<file path="config.mk">
export PLATFORM = sky130hd
export DESIGN_NAME = i2st_slave_tx
export DESIGN_NICKNAME = d
export VERILOG_FILES = /design/src/design/i2st_pkg.sv /design/src/design/i2st_slave_tx.sv
export VERILOG_INCLUDE_DIRS = /design/src /design/src/design
export SDC_FILE = /design/constraint.sdc
export NUM_CORES = 1
export LEC_CHECK = 0
export ABC_AREA = 1
export BUFFER_PORTS_ARGS = -buffer_cell sky130_fd_sc_hd__buf_4
export CORE_MARGIN = 5
export CORE_UTILIZATION = 50
export CTS_BUF_LIST = sky130_fd_sc_hd__clkbuf_2 sky130_fd_sc_hd__clkbuf_4 sky130_fd_sc_hd__clkbuf_8
export CTS_CLUSTER_DIAMETER = 120
export CTS_CLUSTER_SIZE = 14
export DETAILED_ROUTE_END_ITERATION = 6
export GPL_ROUTABILITY_DRIVEN = 0
export PLACE_DENSITY = 0.74
export SETUP_SLACK_MARGIN = 0.02
export SYNTH_ARGS = -nofsm -noshare
export SYNTH_HDL_FRONTEND = slang
export SYNTH_SLANG_ARGS = --single-unit
</file>
<file path="constraint.sdc">
create_clock -name core_clk_i -period 2.2 [get_ports core_clk_i]
set_clock_uncertainty 0.15 [all_clocks]
set_input_delay 0.22 -clock core_clk_i [delete_from_list [all_inputs] [get_ports core_clk_i]]
set_output_delay 0.22 -clock core_clk_i [all_outputs]
set_load 0.005 [all_outputs]
</file>
<file path="src/design/i2st_cfg.svh">
// Register indices, field positions, reset values and bus constants of the I2C slave transmit block
`ifndef I2ST_CFG_SVH
`define I2ST_CFG_SVH

// Register indices; the byte address on APB is four times the index
`define I2ST_IDX_DATA      12'hf50
`define I2ST_IDX_FLAGS     12'hf51
`define I2ST_IDX_CTRL      12'hf52
`define I2ST_IDX_SADR      12'hf53
`define I2ST_IDX_MODE      12'hf54

// event_flags field positions
`define I2ST_FLG_TXE       7
`define I2ST_FLG_RXF       6
`define I2ST_FLG_HIT       5
`define I2ST_FLG_GC        4
`define I2ST_FLG_RD        3
`define I2ST_FLG_ARB       2
`define I2ST_FLG_SR        1
`define I2ST_FLG_NACK      0

// control_register field positions
`define I2ST_CTL_EN        7
`define I2ST_CTL_START     6
`define I2ST_CTL_STOP      5
`define I2ST_CTL_TXI       3
`define I2ST_CTL_NAK       2
`define I2ST_CTL_FLUSH     1

// Mode register field positions
`define I2ST_MOD_SLA_HI    1:0
`define I2ST_MOD_TEN       2
`define I2ST_MOD_GCE       3
`define I2ST_MOD_MASTER    4
`define I2ST_MOD_RESTART_INDICATOR      7

// Reset values
`define I2ST_RST_DATA      8'h00
`define I2ST_RST_SADR      8'h00
`define I2ST_RST_SLA_HI    2'h0

// Bus address patterns and bit counts
`define I2ST_HDR10         5'h1e
`define I2ST_GC_ADDR       8'h00
`define I2ST_START_BYTE    8'h01
`define I2ST_LAST_BIT      4'h7
`define I2ST_BYTE_BITS     4'h8

`endif

</file>
<file path="src/design/i2st_pkg.sv">
// Types shared by the I2C slave transmit block
package i2st_pkg;

	typedef enum logic [2:0] {
		ST_IDLE,
		ST_RX,
		ST_ACK_OUT,
		ST_TX,
		ST_ACK_IN,
		ST_WAIT
	} i2st_state_t;

	typedef enum logic [1:0] {
		K_ADDR1,
		K_ADDR2,
		K_DATA
	} i2st_kind_t;

	typedef struct packed {
		logic en;
		logic start;
		logic stop;
		logic tx_empty_irq_enable;
		logic nak;
	} i2st_ctrl_t;

	typedef struct packed {
		logic [1:0] sla_hi;
		logic       ten;
		logic       general_call_enable;
		logic       master;
	} i2st_mode_t;

endpackage : i2st_pkg

</file>
<file path="src/design/i2st_slave_tx.sv">
// I2C slave transmit path with data buffer, event flags and APB register slave
`timescale 1ns/10ps
`default_nettype none
`include "i2st_cfg.svh"

module i2st_slave_tx (
	input  wire logic        core_clk_i,
	input  wire logic        rst_n_i,
	input  wire logic        psel_i,
	input  wire logic        penable_i,
	input  wire logic        pwrite_i,
	input  wire logic [13:0] paddr_i,
	input  wire logic [31:0] pwdata_i,
	output logic      [31:0] prdata_o,
	output logic             pready_o,
	output logic             pslverr_o,
	input  wire logic        scl_i,
	output logic             scl_o,
	output logic             scl_oe_o,
	input  wire logic        sda_i,
	output logic             sda_o,
	output logic             sda_oe_o,
	output logic             irq_o
);

	i2st_pkg::i2st_state_t state_q;
	i2st_pkg::i2st_kind_t  kind_q;
	i2st_pkg::i2st_ctrl_t  ctrl_q;
	i2st_pkg::i2st_mode_t  mode_q;

	logic        scl_s1_q, scl_s2_q, scl_s3_q;
	logic        sda_s1_q, sda_s2_q, sda_s3_q;
	logic [7:0]  shift_q;
	logic [3:0]  cnt_q;
	logic        ack_ph_q, loaded_q, got_ack_q, go_tx_q;
	logic        addressed_q, hdr_ok_q;
	logic [7:0]  buf_q;
	logic        buf_full_q;
	logic [7:0]  sla_lo_q;
	logic        rx_full_q, hit_q, gc_q, rd_q, arb_q, sr_q, nack_q, restart_indicator_q;
	logic        pready_q, pslverr_q, irq_q, zero_q;
	logic [31:0] prdata_q;

	// APB decode; the slave answers in the first access cycle
	logic [11:0] idx;
	logic        setup, done, wr_ev, rd_ev, mapped;
	logic        hit_data, hit_flags, hit_ctrl, hit_sadr, hit_mode;
	assign idx       = paddr_i[13:2];
	assign setup     = psel_i & ~penable_i;
	assign done      = psel_i & penable_i & pready_q;
	assign wr_ev     = done & pwrite_i;
	assign rd_ev     = done & ~pwrite_i;
	assign hit_data  = (idx == `I2ST_IDX_DATA);
	assign hit_flags = (idx == `I2ST_IDX_FLAGS);
	assign hit_ctrl  = (idx == `I2ST_IDX_CTRL);
	assign hit_sadr  = (idx == `I2ST_IDX_SADR);
	assign hit_mode  = (idx == `I2ST_IDX_MODE);
	assign mapped    = hit_data | hit_flags | hit_ctrl | hit_sadr | hit_mode;

	// Bus line events, read only from the second synchroniser stage onward
	logic scl_rise, scl_fall, start_ev, stop_ev;
	assign scl_rise = scl_s2_q & ~scl_s3_q;
	assign scl_fall = ~scl_s2_q & scl_s3_q;
	assign start_ev = ~sda_s2_q & sda_s3_q & scl_s2_q;
	assign stop_ev  = sda_s2_q & ~sda_s3_q & scl_s2_q;

	// Address evaluation on the byte being completed
	logic [7:0] rx_byte;
	logic       byte_end, is_hdr, m7, gc_call, a1_hit, a1_ack, a1_next2, a2_hit, byte_ack;
	assign rx_byte  = {shift_q[6:0], sda_s2_q};
	assign byte_end = (state_q == i2st_pkg::ST_RX) & scl_rise & (cnt_q == `I2ST_LAST_BIT);
	assign is_hdr   = mode_q.ten & (rx_byte[7:3] == `I2ST_HDR10) & (rx_byte[2:1] == mode_q.sla_hi);
	assign m7       = ~mode_q.ten & (rx_byte[7:1] == sla_lo_q[6:0]);
	assign gc_call  = mode_q.general_call_enable & ((rx_byte == `I2ST_GC_ADDR) | (rx_byte == `I2ST_START_BYTE));
	assign a1_hit   = m7 | (mode_q.general_call_enable & (rx_byte == `I2ST_GC_ADDR)) | (is_hdr & rx_byte[0] & hdr_ok_q);
	assign a1_next2 = is_hdr & ~rx_byte[0];
	assign a1_ack   = a1_hit | a1_next2;
	assign a2_hit   = (rx_byte == sla_lo_q);
	always_comb begin
		unique case (kind_q)
			i2st_pkg::K_ADDR1: byte_ack = a1_ack;
			i2st_pkg::K_ADDR2: byte_ack = a2_hit;
			default:           byte_ack = ~ctrl_q.nak;
		endcase
	end

	logic ev_first, ev_hit, ev_rx, ev_nack, ev_sr, ev_txe, blocked, rd_flags, start_set, stop_set;
	assign ev_first  = byte_end & (kind_q == i2st_pkg::K_ADDR1);
	assign ev_hit    = byte_end & (((kind_q == i2st_pkg::K_ADDR1) & a1_hit) |
		((kind_q == i2st_pkg::K_ADDR2) & a2_hit));
	assign ev_rx     = byte_end & (kind_q == i2st_pkg::K_DATA);
	assign ev_nack   = (state_q == i2st_pkg::ST_ACK_IN) & scl_rise & sda_s2_q;
	assign ev_sr     = ctrl_q.en & (start_ev | stop_ev) & addressed_q;
	assign ev_txe    = (state_q == i2st_pkg::ST_TX) & loaded_q & scl_rise & (cnt_q == 4'h0);
	assign blocked   = addressed_q & ~rd_q & (state_q != i2st_pkg::ST_IDLE);
	assign rd_flags  = rd_ev & hit_flags;
	assign start_set = wr_ev & hit_ctrl & ctrl_q.en & pwdata_i[`I2ST_CTL_START];
	assign stop_set  = wr_ev & hit_ctrl & ctrl_q.en & pwdata_i[`I2ST_CTL_STOP];

	// Two-stage synchronisers plus one history stage for edge detection
	always_ff @(posedge core_clk_i or negedge rst_n_i) begin
		if (!rst_n_i) begin
			scl_s1_q <= 1'b1;
			scl_s2_q <= 1'b1;
			scl_s3_q <= 1'b1;
			sda_s1_q <= 1'b1;
			sda_s2_q <= 1'b1;
			sda_s3_q <= 1'b1;
		end else begin
			scl_s1_q <= scl_i;
			scl_s2_q <= scl_s1_q;
			scl_s3_q <= scl_s2_q;
			sda_s1_q <= sda_i;
			sda_s2_q <= sda_s1_q;
			sda_s3_q <= sda_s2_q;
		end
	end

	// Bus sequencer
	always_ff @(posedge core_clk_i or negedge rst_n_i) begin
		if (!rst_n_i) begin
			state_q     <= i2st_pkg::ST_IDLE;
			kind_q      <= i2st_pkg::K_ADDR1;
			shift_q     <= 8'h00;
			cnt_q       <= 4'h0;
			ack_ph_q    <= 1'b0;
			loaded_q    <= 1'b0;
			got_ack_q   <= 1'b0;
			go_tx_q     <= 1'b0;
			addressed_q <= 1'b0;
			hdr_ok_q    <= 1'b0;
			sda_oe_o    <= 1'b0;
			scl_oe_o    <= 1'b0;
		end else if (!ctrl_q.en) begin
			state_q     <= i2st_pkg::ST_IDLE;
			addressed_q <= 1'b0;
			hdr_ok_q    <= 1'b0;
			sda_oe_o    <= 1'b0;
			scl_oe_o    <= 1'b0;
		end else if (start_ev) begin
			// A repeated start keeps the 10-bit header match for the read header
			state_q  <= i2st_pkg::ST_RX;
			kind_q   <= i2st_pkg::K_ADDR1;
			cnt_q    <= 4'h0;
			sda_oe_o <= 1'b0;
			scl_oe_o <= 1'b0;
		end else if (stop_ev) begin
			state_q     <= i2st_pkg::ST_IDLE;
			addressed_q <= 1'b0;
			hdr_ok_q    <= 1'b0;
			sda_oe_o    <= 1'b0;
			scl_oe_o    <= 1'b0;
		end else begin
			unique case (state_q)
				i2st_pkg::ST_IDLE: begin
				end
				i2st_pkg::ST_RX: begin
					if (scl_rise) begin
						shift_q <= rx_byte;
						cnt_q   <= cnt_q + 4'h1;
					end
					if (byte_end) begin
						ack_ph_q <= 1'b0;
						state_q  <= byte_ack ? i2st_pkg::ST_ACK_OUT : i2st_pkg::ST_WAIT;
						if (kind_q == i2st_pkg::K_ADDR1) begin
							addressed_q <= a1_hit;
							go_tx_q     <= a1_hit & rx_byte[0];
							kind_q      <= a1_next2 ? i2st_pkg::K_ADDR2 : i2st_pkg::K_DATA;
							if (!a1_ack) begin
								hdr_ok_q <= 1'b0;
							end
						end else if (kind_q == i2st_pkg::K_ADDR2) begin
							addressed_q <= a2_hit;
							hdr_ok_q    <= a2_hit;
							go_tx_q     <= 1'b0;
							kind_q      <= i2st_pkg::K_DATA;
						end
					end
				end
				i2st_pkg::ST_ACK_OUT: begin
					if (scl_fall) begin
						if (!ack_ph_q) begin
							sda_oe_o <= 1'b1;
							ack_ph_q <= 1'b1;
						end else begin
							sda_oe_o <= 1'b0;
							// Grab SCL at once: waiting a cycle more can find it already released
							scl_oe_o <= go_tx_q & ~buf_full_q;
							cnt_q    <= 4'h0;
							loaded_q <= 1'b0;
							state_q  <= go_tx_q ? i2st_pkg::ST_TX : i2st_pkg::ST_RX;
						end
					end
				end
				i2st_pkg::ST_TX: begin
					if (!loaded_q) begin
						// SCL is low here; hold it until software supplies a byte
						if (buf_full_q) begin
							shift_q  <= buf_q;
							sda_oe_o <= ~buf_q[7];
							loaded_q <= 1'b1;
							scl_oe_o <= 1'b0;
						end else begin
							scl_oe_o <= 1'b1;
						end
					end else begin
						if (scl_rise) begin
							cnt_q <= cnt_q + 4'h1;
						end
						if (scl_fall) begin
							if (cnt_q == `I2ST_BYTE_BITS) begin
								sda_oe_o  <= 1'b0;
								got_ack_q <= 1'b0;
								state_q   <= i2st_pkg::ST_ACK_IN;
							end else begin
								sda_oe_o <= ~shift_q[3'(`I2ST_LAST_BIT - cnt_q)];
							end
						end
					end
				end
				i2st_pkg::ST_ACK_IN: begin
					if (scl_rise) begin
						if (sda_s2_q) begin
							state_q <= i2st_pkg::ST_WAIT;
						end else begin
							got_ack_q <= 1'b1;
						end
					end
					if (scl_fall && got_ack_q) begin
						state_q  <= i2st_pkg::ST_TX;
						scl_oe_o <= ~buf_full_q;
						loaded_q <= 1'b0;
						cnt_q    <= 4'h0;
					end
				end
				i2st_pkg::ST_WAIT: begin
				end
			endcase
		end
	end

	// Data buffer; a write in the same cycle as a consumed byte leaves it full
	always_ff @(posedge core_clk_i or negedge rst_n_i) begin
		if (!rst_n_i) begin
			buf_q      <= `I2ST_RST_DATA;
			buf_full_q <= 1'b0;
		end else begin
			if (ev_rx) begin
				buf_q <= rx_byte;
			end
			if (ev_txe || (wr_ev && hit_ctrl && pwdata_i[`I2ST_CTL_FLUSH])) begin
				buf_full_q <= 1'b0;
			end
			if (wr_ev && hit_data && !blocked) begin
				buf_q      <= pwdata_i[7:0];
				buf_full_q <= 1'b1;
			end
		end
	end

	// Control, mode and address registers
	always_ff @(posedge core_clk_i or negedge rst_n_i) begin
		if (!rst_n_i) begin
			ctrl_q   <= '0;
			mode_q   <= '0;
			sla_lo_q <= `I2ST_RST_SADR;
		end else begin
			if (wr_ev && hit_ctrl) begin
				ctrl_q.en  <= pwdata_i[`I2ST_CTL_EN];
				ctrl_q.tx_empty_irq_enable <= pwdata_i[`I2ST_CTL_TXI];
				ctrl_q.nak <= pwdata_i[`I2ST_CTL_NAK];
			end
			// Start and stop can only be set by software; hardware clears them
			if (!ctrl_q.en || addressed_q) begin
				ctrl_q.start <= 1'b0;
				ctrl_q.stop  <= 1'b0;
			end else begin
				if (start_set) begin
					ctrl_q.start <= 1'b1;
				end
				if (stop_set) begin
					ctrl_q.stop <= 1'b1;
				end
			end
			if (wr_ev && hit_mode) begin
				mode_q.sla_hi <= pwdata_i[`I2ST_MOD_SLA_HI];
				mode_q.ten    <= pwdata_i[`I2ST_MOD_TEN];
				mode_q.general_call_enable    <= pwdata_i[`I2ST_MOD_GCE];
				mode_q.master <= pwdata_i[`I2ST_MOD_MASTER];
			end
			if (wr_ev && hit_sadr) begin
				sla_lo_q <= pwdata_i[7:0];
			end
		end
	end

	// Event flags; within each flag a set in the clearing cycle wins, except gc_q and rd_q, where clearing on disable wins
	always_ff @(posedge core_clk_i or negedge rst_n_i) begin
		if (!rst_n_i) begin
			rx_full_q <= 1'b0;
			hit_q     <= 1'b0;
			gc_q      <= 1'b0;
			rd_q      <= 1'b0;
			arb_q     <= 1'b0;
			sr_q      <= 1'b0;
			nack_q    <= 1'b0;
			restart_indicator_q    <= 1'b0;
		end else begin
			if (rd_ev && hit_data) begin
				rx_full_q <= 1'b0;
			end
			if (ev_rx && ctrl_q.en) begin
				rx_full_q <= 1'b1;
			end
			if (rd_flags) begin
				hit_q <= 1'b0;
				arb_q <= 1'b0;
				sr_q  <= 1'b0;
			end
			if (ev_hit && ctrl_q.en) begin
				hit_q <= 1'b1;
			end
			if (ctrl_q.en && addressed_q && start_set) begin
				arb_q <= 1'b1;
			end
			if (ev_sr) begin
				sr_q   <= 1'b1;
				restart_indicator_q <= start_ev;
			end
			if (mode_q.master ? (start_set || stop_set) : rd_flags) begin
				nack_q <= 1'b0;
			end
			if (ev_nack && ctrl_q.en && (!mode_q.master || (!ctrl_q.start && !ctrl_q.stop))) begin
				nack_q <= 1'b1;
			end
			if (!ctrl_q.en) begin
				gc_q <= 1'b0;
				rd_q <= 1'b0;
			end else if (ev_first) begin
				gc_q <= gc_call;
				rd_q <= rx_byte[0];
			end
		end
	end

	// Read data mux
	logic [31:0] rd_val;
	always_comb begin
		rd_val = 32'h0000_0000;
		if (hit_data) begin
			rd_val[7:0] = buf_q;
		end
		if (hit_flags) begin
			rd_val[`I2ST_FLG_TXE]  = ~buf_full_q;
			rd_val[`I2ST_FLG_RXF]  = rx_full_q;
			rd_val[`I2ST_FLG_HIT]  = hit_q;
			rd_val[`I2ST_FLG_GC]   = gc_q;
			rd_val[`I2ST_FLG_RD]   = rd_q;
			rd_val[`I2ST_FLG_ARB]  = arb_q;
			rd_val[`I2ST_FLG_SR]   = sr_q;
			rd_val[`I2ST_FLG_NACK] = nack_q;
		end
		if (hit_ctrl) begin
			rd_val[`I2ST_CTL_EN]    = ctrl_q.en;
			rd_val[`I2ST_CTL_START] = ctrl_q.start;
			rd_val[`I2ST_CTL_STOP]  = ctrl_q.stop;
			rd_val[`I2ST_CTL_TXI]   = ctrl_q.tx_empty_irq_enable;
			rd_val[`I2ST_CTL_NAK]   = ctrl_q.nak;
		end
		if (hit_sadr) begin
			rd_val[7:0] = sla_lo_q;
		end
		if (hit_mode) begin
			rd_val[`I2ST_MOD_SLA_HI] = mode_q.sla_hi;
			rd_val[`I2ST_MOD_TEN]    = mode_q.ten;
			rd_val[`I2ST_MOD_GCE]    = mode_q.general_call_enable;
			rd_val[`I2ST_MOD_MASTER] = mode_q.master;
			rd_val[`I2ST_MOD_RESTART_INDICATOR]   = restart_indicator_q;
		end
	end

	// APB answer registered in setup so every output comes from a flop
	always_ff @(posedge core_clk_i or negedge rst_n_i) begin
		if (!rst_n_i) begin
			pready_q  <= 1'b0;
			pslverr_q <= 1'b0;
			prdata_q  <= 32'h0000_0000;
		end else begin
			pready_q  <= setup;
			pslverr_q <= setup & ~mapped;
			prdata_q  <= (setup & ~pwrite_i) ? rd_val : 32'h0000_0000;
		end
	end

	// Interrupt; address qualifiers gc_q and rd_q are left out on purpose
	always_ff @(posedge core_clk_i or negedge rst_n_i) begin
		if (!rst_n_i) begin
			irq_q  <= 1'b0;
			zero_q <= 1'b0;
		end else begin
			irq_q <= ctrl_q.en & ((~buf_full_q & ctrl_q.tx_empty_irq_enable & (state_q != i2st_pkg::ST_RX)) |
				rx_full_q | hit_q | arb_q | sr_q | nack_q);
			zero_q <= 1'b0;
		end
	end

	assign prdata_o  = prdata_q;
	assign pready_o  = pready_q;
	assign pslverr_o = pslverr_q;
	assign irq_o     = irq_q;
	assign scl_o     = zero_q;
	assign sda_o     = zero_q;

endmodule : i2st_slave_tx

`default_nettype wire

</file>
==> results of run 1 <==
synth_stat cells (5+ instances only):
cell type,number,area share [%]
nand2_1,148,12
inv_1,82,6.7
dfrtp_1,71,39
o21ai_0,67,7.3
nor2_1,65,5.3
nand3_1,38,4.2
buf_4,28,4.6
a21oi_1,20,2.2
o211ai_1,11,1.8
nor3_1,7,0.77
dfstp_2,6,3.5
buf_2,5,0.55
sequential cells by signal (all words and copies together), names as in the netlist, 3 cells and up:
name and count:
prdata_o 8, mode_q 5, buf_q 8, cnt_q 4, state_q 3, sla_lo_q 8
ctrl_q 5, shift_q 8
cell type report:
| class | count | area (sq um) |
|---|---|---|
| Tap cell | 108 | 135.1 |
| Clock inverter | 5 | 75.07 |
| Sequential cell | 77 | 1937 |
| Multi-Input combinational cell | 442 | 2156 |
| Clock buffer | 11 | 145.1 |
| Timing Repair Buffer | 64 | 510.5 |
| Fill cell | 809 | 3522 |
| Inverter | 86 | 325.3 |
logic make-up after synthesis:
group | synth area share, %
AOI/OAI and AO/OA | 16.60
xor gates and xnor gates | 1.150
adders and majority gates | 0.5477
buffers and inverters | 12.71
DFF | 42.34
muxes | 0.2465
other | 0.08209
and+or+nand+nor | 26.32
power by group through the flow:
stage                     logic (W)  registers, W  clock network, W
final                       0.00127       0.00177           0.00119
after global routing        0.00145       0.00179           0.00127
after CTS                   0.00122       0.00177           0.00121
after detailed placement    0.00121       0.00179                 0
after global placement      0.00118       0.00180                 0
after floorplan            0.000975       0.00170                 0
critical path, cell delays in order, from the launching register on:
cell and delay [ns]:
dfrtp_1 0.42, inv_1 0.17, nand2_2 0.10, nor2_1 0.18
nor2_1 0.14, nand2_1 0.12, nand2_1 0.10, nor3_2 0.22
o311ai_0 0.18, a21oi_1 0.17
through the flow:
stage	instance area, sq um	total power [W]	setup WS [ns]	hold WS (ns)
after floorplan	4662	0.002680	0.3098	-0.2256
after global placement	4972	0.002974	0.2051	0.05454
after detailed placement	4972	0.003002	0.1111	0.05785
after CTS	5263	0.004204	0.1653	0.001894
after global routing	5284	0.004512	0.01270	0.01647
final	5284	0.004240	0.1826	0.001994
cells in the final DEF, fill, tap and decap left out, drive strengths merged, types with 6 or more instances in the layout:
master       synthesis  final
dfstp                6      6
nor3                11     11
dlygate4sd3          0      7
o21ai               71     71
conb                 1     26
o211ai              11     11
nor2                70     70
dfrtp               71     71
clkbuf               3     11
inv                 86     86
nand3               40     40
nand2              151    151
buf                 34     57
a21oi               20     20
worst paths after layout:
path                                  start        end  slack [ns]  depth (start not counted)
worst max-delay path             state_q[2]   scl_oe_o        0.18                          9
worst min-delay path            pwdata_i[4]   buf_q[4]       0.002                          3
worst max register to register   state_q[2]   scl_oe_o        0.18                          9
worst min register to register     sda_s1_q   sda_s2_q        0.21                          0
max in group asynchronous           rst_n_i   scl_s3_q        1.06                          3
min in group asynchronous           rst_n_i  pslverr_o        0.20                          2
what timing repair did:
item,in CTS,in global routing
hold endpoints to repair,38,0
endpoints found under the setup margin,0,19
resized for setup,0,6
buffers inserted,0,1
hold buffers,7,0
per-layer routing:
| layer | share of wire [%] | up-vias | wire, um |
|---|---|---|---|
| met4 | 2.5 | 0 | 313 |
| met2 | 44 | 194 | 5528 |
| met1 | 45 | 2042 | 5539 |
| met5 | 0 | - | 0 |
| li1 | - | 2090 | - |
| met3 | 8.5 | 31 | 1053 |
==> qor.txt, run 1 <==
Synth Cell Area - 4568 sq um
M3 GR Usage - 4.584%
maximum clock path buffer count - 2
CTS tree - built
first-pass GRT wire length - 20720 um
register area share after synthesis - 42.34%
Post-synth EDFFs - 0
asr flop ratio synth - 100.0%
layout cell share with drive strength beyond 1 - 14.89%
Crit. End Element - register
Final setup viols - 0
switch share - 36.14%
TritonCTS Buffers - 9
Max Freq - 0.4957 GHz
Relative slew margins - 63.65%
Starting DRT DRC Count - 580
die height - 105.6 um
Cells after Synth - 617
Final Hold Vio Count - 0
DRC - 0
Clock power frac - 28.1%
worst hold path class - in -> reg
post-DP HPWL - 9516 um
Max VDD drop - 0.0004191 V
Via Count - 4357
Comb power frac - 30.1%
Vias/cell - 5.494
Layout Cells excl Fill - 793
ys flop type - dfrtp_1
post-synthesis register bit count - 77
Sw Pwr - 0.001532 W
remaining antenna violation count - 0
clock root buffer - clkbuf_8
PwrDens - 802.4 nW/um^2
placed cell count - 769
Layout area overhead - 15.67%
run status - finished clean
antenna violations before repair - 0
starting density of the core - 51.88%
final core occ - 60.00%
vias in the first global route - 4190
Max-Cap Viols - 0
Congestion Overflow GR - 0
met1 Use GR - 33.01%
Setup Crit Path Kind - reg -> reg
Slew @ Worst Pin - 0.5433 ns
Seq pwr share - 41.8%
routed len/inst - 15.68 um
row count - 34
Worst Path Arrival - 2.16 ns
total die area - 11150 sq um
chip width - 105.6 um
Yosys warnings - 0
Final Cycle Share - 91.70%
DRT Wirelength - 12430 um
clock latency on the worst-skew pair - 0.36 ns
IO Count - 92
Int Pwr - 0.002708 W
Max Slew Vio Count - 0
Clock H-tree levels - 3
CP max FO - 5
nets - 735
first-pass detailed-route iteration total - 5
Tmin final - 2.017 ns
met2 Use GR - 35.47%
layer carrying the most global-route usage - met2
CTS clk-pin slew, worst paths - 0.08 ns
Port-buffer cells - 39
setup tns final - 0 ns
ANT cells - 0
RSZ-0062 raised after global routing - true
Setup crit start kind - register
clk sink count - 77
Synth cell types - 45
largest net degree at the start of global routing - 46
Mapped Avg Cell Area - 7.404 sq um
GRT Overall Usage - 23.23%
Leakage - 2.579 nW
core area - 8806 sq um
critical path required time - 2.34 ns
Note: power is estimated with default switching activity, not from simulation.
==> run 2, diff against run 1 <==
==> constraint.sdc (replaced) <==
create_clock -name core_clk_i -period 2.2 [get_ports core_clk_i]
set_clock_uncertainty 0.15 [all_clocks]
set_input_delay 0.11 -clock core_clk_i [delete_from_list [all_inputs] [get_ports core_clk_i]]
set_output_delay 0.11 -clock core_clk_i [all_outputs]
set_load 0.005 [all_outputs]
==> run 2 against run 1 <==
Net effect: clock power rose by 13%; sequential power barely moved; maximum frequency rose by 0.15%; critical endpoint is now state_q[1]; largest cell class unchanged; largest power group unchanged; highest routed layer unchanged.
==> qor.txt, run 2 (same netlist as run 1, synthesis figures left out) <==
Crit. End Element - register
DRT Wirelength - 12750 um (+2.5%)
post-place instance area - 4972 sq um (unchanged)
Layout area overhead - 17.91%
multi-input logic area - 2161 sq um (+0.23%)
M3 GR Usage - 3.729% (-0.86 points)
CP max FO - 7 (+2)
worst r2r src - shift_q[1]
CTS clk-pin slew, worst paths - 0.08 ns (about the same)
Layout Cells excl Fill - 800 (+0.88%)
setup tns final - 0 ns (unchanged)
clock root buffer - clkbuf_8
total die area - 11150 sq um (unchanged)
DRC - 0 (unchanged)
Slew @ Worst Pin - 0.5186 ns (-0.02472 ns)
TritonCTS Buffers - 9 (unchanged)
critical path required time - 2.30 ns (-0.04 ns)
nets - 742 (+0.95%)
dpl ws - 0.1558 ns (+0.04470 ns)
Port-buffer cells - 39 (unchanged)
Tmin final - 2.014 ns (-0.002991 ns)
Worst setup startpoint - shift_q[1]
Post-CTS Setup Inserts - 0 (unchanged)
commonest non-fill, non-tap cell in the layout - nand2_1
core area - 8806 sq um (unchanged)
post-DP HPWL - 9517 um (about the same)
CTS tree - built
Worst path slowest cell - dfrtp_1
met2 Use GR - 36.11% (+0.64 points)
Max Freq - 0.4964 GHz (+0.15%)
maximum clock path buffer count - 2 (unchanged)
most frequent cells in the layout - nand2_1, inv_1, dfrtp_1, o21ai_0, nor2_1
Setup Crit Path Kind - reg -> reg
Clock H-tree levels - 3 (unchanged)
Relative slew margins - 65.30% (+1.7 points)
run status - finished clean
chip width - 105.6 um (unchanged)
Max VDD drop - 0.0004607 V (+9.9%)
Max-Cap Viols - 0 (unchanged)
Reg area - 1937 sq um (unchanged)
CP peak stage delay - 0.43 ns (about the same)
RSZ-0062 raised after global routing - false
clock latency on the worst-skew pair - 0.35 ns (about the same)
row count - 34 (unchanged)
Final setup viols - 0 (unchanged)
hold path start - paddr_i[3]
Via Count - 4465 (+2.5%)
worst hold path class - in -> reg
Starting DRT DRC Count - 454 (-22%)
PwrDens - 819.6 nW/um^2 (+2.1%)
IO Count - 92 (unchanged)
cell chain of the critical path - inv_1 -> nand2_1 -> nand2_1 -> nor2_1 -> nand3_1 -> nand2_1 -> o21ai_1 -> nand3_1 -> nand2_1 -> nand2_1 -> nand2_1 -> nand2_1
largest net degree at the start of global routing - 46 (unchanged)
fill cell count - 762 (-5.8%)
PnR worst setup slack - 0.1856 ns (+0.002991 ns)
Worst Path Arrival - 2.11 ns (-0.05 ns)
Vias/cell - 5.581 (+1.6%)
first-pass detailed-route iteration total - 5 (unchanged)
starting density of the core - 51.88% (unchanged)
vias in the first global route - 4228 (+0.91%)
Final Cycle Share - 91.57% (-0.14 points)
met1 Use GR - 33.90% (+0.89 points)
placed cell count - 769 (unchanged)
antenna violations before repair - 0 (unchanged)
first-pass GRT wire length - 21200 um (+2.3%)
most frequent CP cell - nand2_1
remaining antenna violation count - 0 (unchanged)
Max Slew Vio Count - 0 (unchanged)
die height - 105.6 um (unchanged)
Final Cell Area - 5386 sq um (+1.9%)
clk sink count - 77 (unchanged)
Congestion Overflow GR - 0 (unchanged)
GRT Overall Usage - 23.76% (+0.53 points)
Leakage - 2.619 nW (+1.6%)
layout cell share with drive strength beyond 1 - 14.74% (-0.15 points)
routed len/inst - 15.94 um (+1.6%)
ANT cells - 0 (unchanged)
Setup crit start kind - register
Final Hold Vio Count - 0 (unchanged)
layer carrying the most global-route usage - met2
[run 2: where the power goes]
part	switching [W]	internal (W)	total (W)	leakage, nW
sequential	0.000215	0.00157	0.00179	0.960
combinational	0.000826	0.000465	0.00129	1.53
clock	0.000528	0.000809	0.00134	0.127
total	0.00157	0.00284	0.00441	2.62
[run 2: worst max-delay path: cells and delay by family (launching register included)]
kind | cells | cell delay, ns
buffers and inverters | 1 | 0.23
and+or+nand+nor | 10 | 0.80
DFF | 1 | 0.43
AOI/OAI and AO/OA | 1 | 0.30
[run 2: final cells by class]
class / count / area share, %
inverters: 86 / 5.993
repair buffers: 71 / 10.82
clock inverters: 4 / 1.765
clock buffers: 12 / 2.834
multi-input cells: 442 / 40.12
flip-flops and latches: 77 / 35.96
well taps: 108 / 2.509
[run 2: timing repair]
action	4_1_cts	5_1_grt
gates resized for setup	0	6
hold buffers	15	0
setup endpoints to repair	0	6
endpoints found under the hold margin	105	0
[run 2: per-stage QoR]
stage               util (%)  power, W  hold slack, ns
finish                 61.17  0.004415         0.08059
global route           61.17  0.004683          0.1075
CTS                    60.98  0.004368         0.07169
detailed placement     56.46  0.003013        -0.05443
global placement       56.46  0.002969        -0.05852
floorplan                  -  0.002680         -0.3356
[run 2: per-layer routing]
metal | share of wire, % | wire, um
met5 | 0 | 0
met4 | 2.9 | 375
met3 | 8.9 | 1134
met2 | 45 | 5723
met1 | 43 | 5515
[run 2: worst paths after layout]
kind,to,slack [ns],cells past startpoint
hold / removal,pslverr_o,0.08,5
max in group asynchronous,scl_s3_q,1.16,3
setup reg to reg,state_q[1],0.19,12
setup / recovery,state_q[1],0.19,12
hold reg to reg,sda_s2_q,0.21,0
min in group asynchronous,prdata_o[0],0.10,2
